### src/phy_diag_pkg.sv
/*
 * constants for the cable diagnostic / vendor management register bank:
 * register indices, field positions, reset values, management frame codes, timing figures.
 * assumes a 125 MHz core clock and 16-bit management registers.
 */
package phy_diag_pkg;
    localparam int CLK_MHZ = 125;
    localparam int REG_W = 16;

    // register indices on the management bus
    localparam logic [4:0] IDX_TDR_PATTERN_DELAY_CTRL = 5'h18;
    localparam logic [4:0] IDX_TDR_CTRL_STATUS = 5'h19;
    localparam logic [4:0] IDX_SYMBOL_ERROR_COUNTER = 5'h1a;
    localparam logic [4:0] IDX_CROSSOVER_SQE_POLARITY_CTRL = 5'h1b;
    localparam logic [4:0] IDX_CABLE_LENGTH_ESTIMATE = 5'h1c;

    // pattern/delay register fields
    localparam int PD_DELAY_EXT_BIT = 15;
    localparam int PD_BREAK_CNT_LSB = 12;
    localparam int PD_PAT_HI_LSB = 6;
    localparam int PD_PAT_LO_LSB = 0;
    localparam logic [15:0] PD_RESET = 16'h0b9d;
    localparam logic [15:0] PD_WMASK = 16'hffff;

    // control/status register fields
    localparam int TC_ENABLE_BIT = 15;
    localparam int TC_FILTER_BIT = 14;
    localparam int TC_TYPE_LSB = 9;
    localparam int TC_DONE_BIT = 8;
    localparam int TC_LEN_LSB = 0;
    localparam logic [15:0] TC_RESET = 16'h0000;
    localparam logic [15:0] TC_WMASK = 16'hc7ff;

    // cable type codes
    localparam logic [1:0] CABLE_DEFAULT = 2'h0;
    localparam logic [1:0] CABLE_SHORT = 2'h1;
    localparam logic [1:0] CABLE_OPEN = 2'h2;
    localparam logic [1:0] CABLE_MATCH = 2'h3;

    // crossover / heartbeat / polarity register fields
    localparam int XC_AUTO_DIS_BIT = 15;
    localparam int XC_PAIR_SEL_BIT = 13;
    localparam int XC_SQE_OFF_BIT = 11;
    localparam int XC_POL_BIT = 4;
    localparam logic [15:0] XC_RESET = 16'h0000;
    localparam logic [15:0] XC_WMASK = 16'ha800;

    localparam int CBL_LSB = 12;
    localparam logic [15:0] SYM_RESET = 16'h0000;

    // management frame
    localparam int PREAMBLE_BITS = 32;
    localparam int HDR_BITS = 14;
    localparam int DATA_BITS = 16;
    localparam logic [1:0] FRAME_START = 2'h1;
    localparam logic [1:0] OP_READ = 2'h2;
    localparam logic [1:0] OP_WRITE = 2'h1;

    // line break timing
    localparam int BREAK_BASE_MS = 2;
    localparam int BREAK_STEP_MS = 256;
    localparam int BREAK_BASE_CYC = BREAK_BASE_MS * CLK_MHZ * 1000;
    localparam int BREAK_STEP_CYC = BREAK_STEP_MS * CLK_MHZ * 1000;
endpackage

### src/phy_cable_diag_vendor_regs.sv
/*
 * vendor registers 24..28: cable test sequencer, invalid symbol tally, crossover, heartbeat, polarity, length.
 * assumes mdc, mdio_in and status inputs synchronous to clock; analog front end reports via tdr_result_valid.
 */
`timescale 1ns/10ps
module phy_cable_diag_vendor_regs #(
    parameter int BREAK_BASE_CYC = phy_diag_pkg::BREAK_BASE_CYC,
    parameter int BREAK_STEP_CYC = phy_diag_pkg::BREAK_STEP_CYC,
    parameter int SAMPLE_W = 8
) (
    input wire logic clock,
    input wire logic rst_n,
    input wire logic mdc,
    input wire logic mdio_in,
    output logic mdio_out,
    output logic mdio_oe_n,
    input wire logic [4:0] station_address,
    output logic tdr_line_break,
    output logic tdr_pulse_active,
    input wire logic tdr_cycle_high,
    output logic [5:0] tdr_tx_pattern,
    input wire logic [SAMPLE_W-1:0] tdr_sample,
    output logic [SAMPLE_W-1:0] tdr_sample_filt,
    input wire logic tdr_result_valid,
    input wire logic [1:0] tdr_result_type,
    input wire logic [7:0] tdr_result_length,
    input wire logic link_100tx,
    input wire logic link_10t,
    input wire logic rx_in_packet,
    input wire logic rx_symbol_invalid,
    input wire logic auto_crossed,
    output logic pair_crossed,
    output logic auto_crossover_en,
    output logic heartbeat_test_en,
    input wire logic rx_polarity_reversed,
    input wire logic [3:0] cable_length_in
);
    if (BREAK_BASE_CYC < 1 || BREAK_STEP_CYC < 1 || SAMPLE_W < 2) begin : g_bad_params
        $error("unsupported parameter values");
    end

    typedef enum logic [3:0] {m_pre = 4'h1, m_hdr = 4'h2, m_ta = 4'h4, m_data = 4'h8} mgmt_state_t;

    typedef enum logic [2:0] {t_idle = 3'h1, t_break = 3'h2, t_test = 3'h4} tdr_state_t;

    // median of three: one-sample spikes never reach the output; a tie must still yield the shared value
    function automatic logic [SAMPLE_W-1:0] median3(input logic [SAMPLE_W-1:0] a, b, c);
        if (!(a < b && a < c) && !(a > b && a > c))
            median3 = a;
        else if (!(b < a && b < c) && !(b > a && b > c))
            median3 = b;
        else
            median3 = c;
    endfunction

    // registers
    logic [15:0] pd_ff, tc_ff, sym_ff, xc_ff;
    logic [15:0] nxt_pd, nxt_tc, nxt_sym, nxt_xc;
    logic pkt_counted_ff, nxt_pkt_counted;
    // management frame
    mgmt_state_t ms_ff, nxt_ms;
    logic mdc_prev_ff;
    logic [5:0] bit_cnt_ff, nxt_bit_cnt;
    logic [15:0] shift_ff, nxt_shift;
    logic is_read_ff, nxt_is_read, hit_ff, nxt_hit;
    logic [4:0] reg_idx_ff, nxt_reg_idx, wr_idx;
    logic mdio_out_ff, nxt_mdio_out, mdio_oe_n_ff, nxt_mdio_oe_n;
    logic wr_en, tdr_done, mdc_rise;
    logic [15:0] wr_data;
    // cable test
    tdr_state_t ts_ff, nxt_ts;
    logic [31:0] tmr_ff, nxt_tmr;
    logic [5:0] pat_ff, nxt_pat;
    logic [SAMPLE_W-1:0] s1_ff, s2_ff, filt_ff, nxt_filt;

    function automatic logic [15:0] reg_read(input logic [4:0] idx, input logic [15:0] pd, input logic [15:0] tc,
                                             input logic [15:0] sym, input logic [15:0] xc, input logic pol,
                                             input logic [3:0] cbl);
        case (idx)
            phy_diag_pkg::IDX_TDR_PATTERN_DELAY_CTRL: reg_read = pd;
            phy_diag_pkg::IDX_TDR_CTRL_STATUS: reg_read = tc & phy_diag_pkg::TC_WMASK;
            phy_diag_pkg::IDX_SYMBOL_ERROR_COUNTER: reg_read = sym;
            phy_diag_pkg::IDX_CROSSOVER_SQE_POLARITY_CTRL:
                reg_read = (xc & phy_diag_pkg::XC_WMASK) | (16'(pol) << phy_diag_pkg::XC_POL_BIT);
            phy_diag_pkg::IDX_CABLE_LENGTH_ESTIMATE: reg_read = 16'(cbl) << phy_diag_pkg::CBL_LSB;
            default: reg_read = 16'h0000;
        endcase
    endfunction

    assign mdc_rise = mdc & ~mdc_prev_ff;

    // management serial slave
    always_comb begin
        nxt_ms = ms_ff;
        nxt_bit_cnt = bit_cnt_ff;
        nxt_shift = shift_ff;
        nxt_is_read = is_read_ff;
        nxt_hit = hit_ff;
        nxt_reg_idx = reg_idx_ff;
        nxt_mdio_out = mdio_out_ff;
        nxt_mdio_oe_n = mdio_oe_n_ff;
        wr_en = 1'b0;
        wr_idx = reg_idx_ff;
        wr_data = {shift_ff[14:0], mdio_in};
        if (mdc_rise) begin
            case (ms_ff)
                m_pre: begin
                    if (mdio_in) begin
                        if (bit_cnt_ff < 6'(phy_diag_pkg::PREAMBLE_BITS))
                            nxt_bit_cnt = bit_cnt_ff + 6'h01;
                    end else if (bit_cnt_ff == 6'(phy_diag_pkg::PREAMBLE_BITS)) begin
                        nxt_ms = m_hdr;
                        nxt_bit_cnt = 6'h01;
                        nxt_shift = 16'h0000;
                    end else begin
                        nxt_bit_cnt = 6'h00;
                    end
                end
                m_hdr: begin
                    nxt_shift = {shift_ff[14:0], mdio_in};
                    nxt_bit_cnt = bit_cnt_ff + 6'h01;
                    if (bit_cnt_ff == 6'(phy_diag_pkg::HDR_BITS - 1)) begin
                        nxt_ms = m_ta;
                        nxt_bit_cnt = 6'h00;
                        nxt_reg_idx = nxt_shift[4:0];
                        nxt_is_read = nxt_shift[11:10] == phy_diag_pkg::OP_READ;
                        nxt_hit = nxt_shift[13:12] == phy_diag_pkg::FRAME_START
                            && nxt_shift[9:5] == station_address
                            && (nxt_shift[11:10] == phy_diag_pkg::OP_READ
                                || nxt_shift[11:10] == phy_diag_pkg::OP_WRITE);
                    end
                end
                m_ta: begin
                    nxt_bit_cnt = bit_cnt_ff + 6'h01;
                    if (bit_cnt_ff == 6'h00) begin
                        // second turnaround bit: drive zero on a read
                        if (hit_ff && is_read_ff) begin
                            nxt_mdio_out = 1'b0;
                            nxt_mdio_oe_n = 1'b0;
                            nxt_shift = reg_read(reg_idx_ff, pd_ff, tc_ff, sym_ff, xc_ff, rx_polarity_reversed,
                                                 (link_100tx && !link_10t) ? cable_length_in : 4'h0);
                        end
                    end else begin
                        nxt_ms = m_data;
                        nxt_bit_cnt = 6'h00;
                        if (hit_ff && is_read_ff) begin
                            nxt_mdio_out = shift_ff[15];
                            nxt_shift = {shift_ff[14:0], 1'b0};
                        end
                    end
                end
                m_data: begin
                    nxt_bit_cnt = bit_cnt_ff + 6'h01;
                    if (hit_ff && is_read_ff) begin
                        nxt_mdio_out = shift_ff[15];
                        nxt_shift = {shift_ff[14:0], 1'b0};
                    end else begin
                        nxt_shift = wr_data;
                    end
                    if (bit_cnt_ff == 6'(phy_diag_pkg::DATA_BITS - 1)) begin
                        wr_en = hit_ff & ~is_read_ff;
                        nxt_ms = m_pre;
                        nxt_bit_cnt = 6'h00;
                        nxt_mdio_oe_n = 1'b1;
                        nxt_mdio_out = 1'b0;
                    end
                end
                default: begin
                    nxt_ms = m_pre;
                    nxt_bit_cnt = 6'h00;
                    nxt_mdio_oe_n = 1'b1;
                end
            endcase
        end
    end

    always_ff @(posedge clock or negedge rst_n) begin
        if (!rst_n) begin
            ms_ff <= m_pre;
            mdc_prev_ff <= 1'b0;
            bit_cnt_ff <= 6'h00;
            shift_ff <= 16'h0000;
            is_read_ff <= 1'b0;
            hit_ff <= 1'b0;
            reg_idx_ff <= 5'h00;
            mdio_out_ff <= 1'b0;
            mdio_oe_n_ff <= 1'b1;
        end else begin
            ms_ff <= nxt_ms;
            mdc_prev_ff <= mdc;
            bit_cnt_ff <= nxt_bit_cnt;
            shift_ff <= nxt_shift;
            is_read_ff <= nxt_is_read;
            hit_ff <= nxt_hit;
            reg_idx_ff <= nxt_reg_idx;
            mdio_out_ff <= nxt_mdio_out;
            mdio_oe_n_ff <= nxt_mdio_oe_n;
        end
    end

    // cable test sequencer
    assign tdr_done = (ts_ff == t_test) && tdr_result_valid;

    always_comb begin
        nxt_ts = ts_ff;
        nxt_tmr = tmr_ff;
        nxt_pat = tdr_cycle_high ? pd_ff[phy_diag_pkg::PD_PAT_HI_LSB +: 6]
                                 : pd_ff[phy_diag_pkg::PD_PAT_LO_LSB +: 6];
        nxt_filt = tc_ff[phy_diag_pkg::TC_FILTER_BIT] ? median3(tdr_sample, s1_ff, s2_ff) : tdr_sample;
        case (ts_ff)
            t_idle: begin
                if (tc_ff[phy_diag_pkg::TC_ENABLE_BIT]) begin
                    nxt_ts = t_break;
                    nxt_tmr = 32'(BREAK_BASE_CYC) - 32'h1;
                    if (pd_ff[phy_diag_pkg::PD_DELAY_EXT_BIT])
                        nxt_tmr = 32'(BREAK_BASE_CYC) - 32'h1
                            + 32'(pd_ff[phy_diag_pkg::PD_BREAK_CNT_LSB +: 3]) * 32'(BREAK_STEP_CYC);
                end
            end
            t_break: begin
                if (!tc_ff[phy_diag_pkg::TC_ENABLE_BIT])
                    nxt_ts = t_idle;
                else if (tmr_ff == 32'h0)
                    nxt_ts = t_test;
                else
                    nxt_tmr = tmr_ff - 32'h1;
            end
            t_test: begin
                if (!tc_ff[phy_diag_pkg::TC_ENABLE_BIT] || tdr_result_valid)
                    nxt_ts = t_idle;
            end
            default: nxt_ts = t_idle;
        endcase
    end

    always_ff @(posedge clock or negedge rst_n) begin
        if (!rst_n) begin
            ts_ff <= t_idle;
            tmr_ff <= 32'h0;
            pat_ff <= 6'h00;
            s1_ff <= '0;
            s2_ff <= '0;
            filt_ff <= '0;
        end else begin
            ts_ff <= nxt_ts;
            tmr_ff <= nxt_tmr;
            pat_ff <= nxt_pat;
            s1_ff <= tdr_sample;
            s2_ff <= s1_ff;
            filt_ff <= nxt_filt;
        end
    end

    // register bank
    always_comb begin
        nxt_pd = pd_ff;
        nxt_tc = tc_ff;
        nxt_xc = xc_ff;
        nxt_sym = sym_ff;
        nxt_pkt_counted = pkt_counted_ff & rx_in_packet;
        if (wr_en) begin
            case (wr_idx)
                phy_diag_pkg::IDX_TDR_PATTERN_DELAY_CTRL: nxt_pd = wr_data & phy_diag_pkg::PD_WMASK;
                phy_diag_pkg::IDX_TDR_CTRL_STATUS: begin
                    nxt_tc = wr_data & phy_diag_pkg::TC_WMASK;
                    if (wr_data[phy_diag_pkg::TC_ENABLE_BIT] && !tc_ff[phy_diag_pkg::TC_ENABLE_BIT])
                        nxt_tc[phy_diag_pkg::TC_DONE_BIT] = 1'b0;
                end
                phy_diag_pkg::IDX_CROSSOVER_SQE_POLARITY_CTRL: nxt_xc = wr_data & phy_diag_pkg::XC_WMASK;
                default: ;
            endcase
        end
        // completion outranks a same-cycle write
        if (tdr_done) begin
            nxt_tc[phy_diag_pkg::TC_ENABLE_BIT] = 1'b0;
            nxt_tc[phy_diag_pkg::TC_DONE_BIT] = 1'b1;
            nxt_tc[phy_diag_pkg::TC_TYPE_LSB +: 2] = tdr_result_type;
            if (tdr_result_type == phy_diag_pkg::CABLE_SHORT || tdr_result_type == phy_diag_pkg::CABLE_OPEN)
                nxt_tc[phy_diag_pkg::TC_LEN_LSB +: 8] = tdr_result_length;
        end
        // tally on a 100TX link only: once per packet, every hit between packets, wraps naturally
        if (rx_symbol_invalid && link_100tx && !link_10t && !(rx_in_packet && pkt_counted_ff)) begin
            nxt_sym = sym_ff + 16'h0001;
            nxt_pkt_counted = rx_in_packet;
        end
    end

    always_ff @(posedge clock or negedge rst_n) begin
        if (!rst_n) begin
            pd_ff <= phy_diag_pkg::PD_RESET;
            tc_ff <= phy_diag_pkg::TC_RESET;
            xc_ff <= phy_diag_pkg::XC_RESET;
            sym_ff <= phy_diag_pkg::SYM_RESET;
            pkt_counted_ff <= 1'b0;
        end else begin
            pd_ff <= nxt_pd;
            tc_ff <= nxt_tc;
            xc_ff <= nxt_xc;
            sym_ff <= nxt_sym;
            pkt_counted_ff <= nxt_pkt_counted;
        end
    end

    assign mdio_out = mdio_out_ff;
    assign mdio_oe_n = mdio_oe_n_ff;
    assign tdr_line_break = ts_ff == t_break;
    assign tdr_pulse_active = ts_ff == t_test;
    assign tdr_tx_pattern = pat_ff;
    assign tdr_sample_filt = filt_ff;
    assign auto_crossover_en = ~xc_ff[phy_diag_pkg::XC_AUTO_DIS_BIT];
    assign pair_crossed = xc_ff[phy_diag_pkg::XC_AUTO_DIS_BIT] ? xc_ff[phy_diag_pkg::XC_PAIR_SEL_BIT]
                                                                : auto_crossed;
    assign heartbeat_test_en = ~xc_ff[phy_diag_pkg::XC_SQE_OFF_BIT];
endmodule

### config.mk
export PLATFORM = sky130hd
export DESIGN_NAME = phy_cable_diag_vendor_regs
export DESIGN_NICKNAME = d
export VERILOG_FILES = /design/src/phy_diag_pkg.sv /design/src/phy_cable_diag_vendor_regs.sv
export SDC_FILE = /design/constraint.sdc
export NUM_CORES = 1
export LEC_CHECK = 0
export ABC_CLOCK_PERIOD_IN_PS = 7800
export BUFFER_PORTS_ARGS = -buffer_cell sky130_fd_sc_hd__buf_2
export CAP_MARGIN = 20
export CORE_MARGIN = 4
export CORE_UTILIZATION = 51
export CTS_CLUSTER_SIZE = 24
export DETAILED_ROUTE_END_ITERATION = 6
export GPL_ROUTABILITY_DRIVEN = 0
export PLACE_DENSITY = 0.69
export SYNTH_ARGS = -nofsm -noshare
export SYNTH_HDL_FRONTEND = slang
export SYNTH_SLANG_ARGS = --single-unit
### constraint.sdc
create_clock -name clock -period 7.8 [get_ports clock]
set_clock_uncertainty 0.2 [all_clocks]
set_input_delay 1.56 -clock clock [delete_from_list [all_inputs] [get_ports clock]]
set_output_delay 1.56 -clock clock [all_outputs]
set_load 0.02 [all_outputs]
==> results of run 1 <==
==> where the power goes <==
| part | total (mW) | internal (mW) | switching, mW | leakage, nW |
|---|---|---|---|---|
| Clock | 0.860 | 0.531 | 0.328 | 0.293 |
| Combinational | 0.238 | 0.0870 | 0.151 | 2.02 |
| Sequential | 0.861 | 0.813 | 0.0477 | 1.97 |
| Total | 1.96 | 1.43 | 0.527 | 4.28 |
==> sequential cells by signal, summed over array words and instances, names as in the netlist, 8 cells and up <==
register	flops
pd_ff	16
s1_ff	8
s2_ff	8
shift_ff	16
sym_ff	16
tc_ff	13
tdr_sample_filt	8
tmr_ff	32
==> stage by stage <==
stage               hold slack, ns  instances  setup slack (ns)  area, sq um
finish                       0.221       1131              3.75         9410
global route                 0.247       1131              3.63         9410
CTS                          0.224       1130              3.76         9400
detailed placement           0.209       1098              3.46         8780
global placement             0.202       1098              3.55         8780
floorplan                    0.173        859              4.06         8360
==> worst max path at each step <==
stage                        from                  to  slack [ns]
global route        tdr_sample[5]  tdr_sample_filt[5]        3.63
global placement    tdr_sample[5]  tdr_sample_filt[7]        3.55
finish                   ts_ff[1]      tdr_line_break        3.75
floorplan           tdr_sample[5]  tdr_sample_filt[0]        4.06
CTS                      ts_ff[1]      tdr_line_break        3.76
detailed placement  tdr_sample[5]  tdr_sample_filt[5]        3.46
==> metal layers <==
layer,GRT usage,vias up,share of wire
met3,0.0429,31,0.040
li1,-,3166,-
met1,0.299,3141,0.46
met2,0.357,168,0.48
met4,0.0705,0,0.025
met5,0,-,0
==> cells by family after synthesis <==
| kind of cell | share of synthesized area |
|---|---|
| adders and majority gates | 0.0746 |
| muxes | 0.0964 |
| AOI/OAI and AO/OA | 0.137 |
| buffers and inverters | 0.0376 |
| xor gates and xnor gates | 0.0398 |
| DFF | 0.451 |
| and+or+nand+nor | 0.164 |
==> final cells by class <==
class | instances | area share
Clock inverter | 10 | 0.0153
Inverter | 39 | 0.0156
Timing Repair Buffer | 63 | 0.0352
Multi-Input combinational cell | 631 | 0.454
Tap cell | 216 | 0.0287
Clock buffer | 22 | 0.0504
Sequential cell | 150 | 0.400
==> cell usage after synthesis, drive strengths merged (2+ instances only) <==
cell type,number
buf,12
nor4,14
o31ai,4
xor2,17
nor4b,6
mux2i,40
or4b,4
nor3b,5
dfstp,11
and3,9
dfrtp,139
nand3b,2
xnor2,21
and2,6
or4,5
a21oi,46
nand3,24
nor2b,8
a32oi,2
mux2,32
a31oi,8
a211oi,2
o21bai,3
nand2,99
a21o,3
o21ai,84
a22oi,16
o211ai,4
ha,45
nand4,15
a22o,3
o41ai,3
mux4,2
nor3,17
clkbuf,27
or3,4
nor2,52
inv,39
o22ai,7
fa,3
==> worst reg2reg max path, stage by stage (launching register included) <==
cell,delay (ns)
dfrtp_1,0.41
nor4_1,0.67
nand4_1,0.31
or4b_4,0.63
a21oi_4,0.56
inv_2,0.30
a21oi_1,0.22
a21oi_1,0.05
==> metrics.txt, run 1 <==
root buffer cell clkbuf_16; Worst Hold Class flip-flop to flip-flop; static leakage 4.28 nW; Diodes inserted 0; htree depth 4; Synth Flop Type dfrtp_1; Top Ports 60; max-cap violations 0; Remaining Overflow, GRT 0; RR Startpoint tmr_ff[6]; Slew HR 0.295; first-pass GRT wire length 32700 microns; hold_sp s1_ff[0]; post-route ant nets 0; antenna violations before repair 0; Worst Hold Depth 0; Ys Warns 0; Starting DRT DRC Count 483; drt total wl 19100 microns; CP max-delay cell or3b_2; kind of critical path flip-flop to output port; total die area 0.0185 sq mm; CP required 6.04 ns; Max Root-Sink Buffers 2; Layout area overhead 12.6%; clock sinks 150; Final #Nets 989; largest net degree at the start of global routing 89; Synth area leader dfrtp_1; Reg clk slew, reported paths 0.06 ns; Fillers 1388; worst path cell trace or3b_2, inv_1, buf_2; vias per cell 5.75; Cell Rows 46; hold_buf cts 0; hpwl dp 13400 microns; RR Endpoint tmr_ff[12]; CTS Buf Count 17; TritonCTS clock tree built; delay-heaviest family, CP buffers and inverters; status finished clean; PortBufs 59; sequential-to-total area share from yosys stat 0.451; Storage cell area 0.00377 sq mm; PwrDens 208 mW/mm^2; R2R cell count 7; Total GRT Usage 0.220; Worst path max stage delay 0.69 ns; setup TNS 0 ns; slew of the pin with the lowest slew margin 1.06 ns; vias in the first global route 6477; post-synth net total 946; hold endpoint s2_ff[0]; area of the multi-input gates 0.00428 sq mm; die width 136 microns; total iterations of the first detailed-routing run 5; total number of vias 6506; Initial Util 0.524; Unique masters post-synth 63; most frequent cells in the layout dfrtp_1, nand2_1, o21ai_0; drt drc 0; commonest non-fill, non-tap cell in the layout dfrtp_1; CP Buf/Inv Count 2; crit path max fanout 22; Power Total 1.96 mW; Post-synth EDFFs 0; Post-synth ARST share 1.00; Post-Syn Area 0.00836 sq mm; RSZ-0062 raised after global routing false; Wirelength per Cell 16.9 microns; VDD IR max 192 uV; Critical Path Source Type flip-flop; Setup crit end kind output port; setup bufs post-CTS 0; final core utilization 0.590; crit share post-route 0.519; Final Max Slew Viols 0; core area 0.0159 sq mm; # resized after CTS 0; final hold violations 0; Yosys top cell area share 0.416; synth top area cells dfrtp_1, ha_1, o21ai_0; mean post-synth cell area 9.73 sq um; Worst path depth 3; share of cells above drive strength 1 0.161; die height 136 microns; later-pin clock latency in the skew report 0.42 ns; worst reg-to-reg setup slack 4.33 ns; Max Fclk 247 MHz; final worst path period need 4.05 ns; cell count after synthesis 859; final setup violation count 0; CP arrival 2.29 ns; register bit count reported by yosys 150
No activity file was read; power rests on OpenSTA's default activity.
==> run 2, diff against run 1 <==
--- a/config.mk
+++ b/config.mk
@@ -5,7 +5,8 @@
 export SDC_FILE = /design/constraint.sdc
 export NUM_CORES = 1
 export LEC_CHECK = 0
-export ABC_CLOCK_PERIOD_IN_PS = 7800
+export ABC_AREA = 1
+export ABC_CLOCK_PERIOD_IN_PS = 3800
 export BUFFER_PORTS_ARGS = -buffer_cell sky130_fd_sc_hd__buf_2
 export CAP_MARGIN = 20
 export CORE_MARGIN = 4
==> constraint.sdc (replaced) <==
create_clock -name clock -period 3.8 [get_ports clock]
set_clock_uncertainty 0.2 [all_clocks]
set_input_delay 0.76 -clock clock [delete_from_list [all_inputs] [get_ports clock]]
set_output_delay 0.76 -clock clock [all_outputs]
set_load 0.02 [all_outputs]
==> metrics.txt, run 2 <==
status finished clean; Max Root-Sink Buffers 2; VDD IR max 388 uV; kind of critical path flip-flop to output port; worst hold slack 0.151 ns; Finished Layout Cells 1478; slew of the pin with the lowest slew margin 1.02 ns; Post-synth EDFFs 0; vias in the first global route 7403; Place WS 0.975 ns; total iterations of the first detailed-routing run 5; setup bufs post-CTS 0; Final Max Slew Viols 0; most flop-heavy register tmr_ff; hold_buf cts 0; Slew HR 0.320; Synth Flop Type dfrtp_1; total die area 0.0195 sq mm; largest net degree at the start of global routing 79; Power Total 4.41 mW; Final #Nets 1332; drt total wl 21600 microns; Layout area overhead 12.9%; first-pass GRT wire length 36600 microns; Worst Hold Class input pin to async pin; htree depth 4; PortBufs 59; Max Fclk 373 MHz; most frequent cells in the layout nand2_1, inv_1, dfrtp_1; number of flip-flops in the largest register 32; later-pin clock latency in the skew report 0.43 ns; Cell Rows 47; antenna violations before repair 0; max-cap violations 0; Wirelength per Cell 14.6 microns; post-synth net total 1269; Top Ports 60; Starting DRT DRC Count 486; cell total after placement 1446; cell count after synthesis 1182; commonest non-fill, non-tap cell in the layout nand2_1; clock sinks 150; Remaining Overflow, GRT 0; final worst path period need 2.68 ns; drt drc 0; RSZ-0062 raised after global routing false; # resized after CTS 0; synth top area cells dfrtp_1, nand2_1, inv_1; share of cells above drive strength 1 0.107; Total GRT Usage 0.229; crit share post-route 0.706; post-route cell area 0.00997 sq mm; register bit count reported by yosys 150; post-route ant nets 0; synth cell count leaders nand2_1, inv_1, dfrtp_1; CP arrival 1.72 ns; Yosys top cell area share 0.394; static leakage 5.25 nW; mean post-synth cell area 7.47 sq um; top-count cell post-synth nand2_1; root buffer cell clkbuf_16; Placed Area 0.00935 sq mm; final core utilization 0.595; CP required 2.84 ns; core area 0.0168 sq mm; crit path max fanout 23; Post-Syn Area 0.00883 sq mm; Pint 3.11 mW; Synth area leader dfrtp_1; setup ws final 1.12 ns; setup TNS 0 ns; die height 140 microns; final setup violation count 0; TritonCTS clock tree built; sequential-to-total area share from yosys stat 0.426; Setup crit end kind output port; Unique masters post-synth 45; Initial Util 0.527; logic gate share of total power 0.171; Clock power frac 0.404; Post-synth ARST share 1.00; vias per cell 5.26; total number of vias 7772; PwrDens 442 mW/mm^2; Ys Warns 0; CTS Buf Count 17; R2R cell count 9; Critical Path Source Type flip-flop; Reg clk slew, reported paths 0.06 ns; switching power total 1.29 mW; die width 140 microns; sw frac 0.294; final hold violations 0; hpwl dp 15700 microns; register share of total power 0.425; Diodes inserted 0
-- run 2: changes by cell type after synthesis, moves of 14 or more --
cell / previous run / this run
o21ai_1: 0 / 17
xnor2_1: 21 / 6
mux2_2: 32 / 0
a22oi_1: 16 / 2
nand2_1: 99 / 307
o21ai_0: 84 / 103
mux2i_1: 40 / 0
nand3_1: 24 / 68
inv_1: 38 / 167
nor2_1: 52 / 129
clkbuf_1: 27 / 9
-- run 2: layout make-up --
| type | instances | area, sq um |
|---|---|---|
| fillers | 1609 | 6790 |
| multi-input cells | 841 | 4310 |
| flip-flops and latches | 150 | 3770 |
| inverters | 172 | 647 |
| clock buffers | 21 | 450 |
| repair buffers | 63 | 344 |
| well taps | 220 | 275 |
| clock inverters | 11 | 174 |
-- run 2: layer usage --
layer | part of all wire | GRT usage | vias up | wire length [microns]
li1 | - | - | 3931 | -
met1 | 0.47 | 0.319 | 3649 | 10100
met2 | 0.47 | 0.372 | 166 | 10200
met3 | 0.048 | 0.0470 | 26 | 1030
met4 | 0.012 | 0.0541 | 0 | 258
met5 | 0 | 0 | - | 0
-- run 2: worst max-delay path, stage by stage, from the launching register on --
cell and delay (ns):
dfstp_2 0.37, inv_1 0.08, nand3_2 0.24, inv_1 0.11
buf_4 0.27, buf_2 0.22
-- run 2: power groups by stage --
stage          clock, mW  sequential [mW]  combinational, mW
6_report            1.78             1.87              0.754
5_1_grt             1.88             1.90              0.871
3_3_place_gp           0             1.89              0.733
2_1_floorplan          0             1.89              0.499
3_5_place_dp           0             1.90              0.744
4_1_cts             1.80             1.87              0.755
-- run 2: final timing paths --
check	start	endpoint	slack, ns
setup / recovery	ts_ff[0]	tdr_line_break	1.12
hold / removal	rst_n	s1_ff[0]	0.15
setup reg to reg	pd_ff[12]	tmr_ff[26]	1.12
hold reg to reg	s1_ff[0]	s2_ff[0]	0.18
max in group asynchronous	rst_n	pd_ff[0]	2.35
min in group clock	s1_ff[0]	s2_ff[0]	0.18
-- run 2: kinds of logic after synthesis --
logic type	synth area share
flip-flops	0.426
AO/OA/AOI/OAI	0.127
buffers and inverters	0.0851
adder cells (fa/ha/maj)	0.0705
AND/OR/NAND/NOR	0.270
XOR/XNOR	0.0208
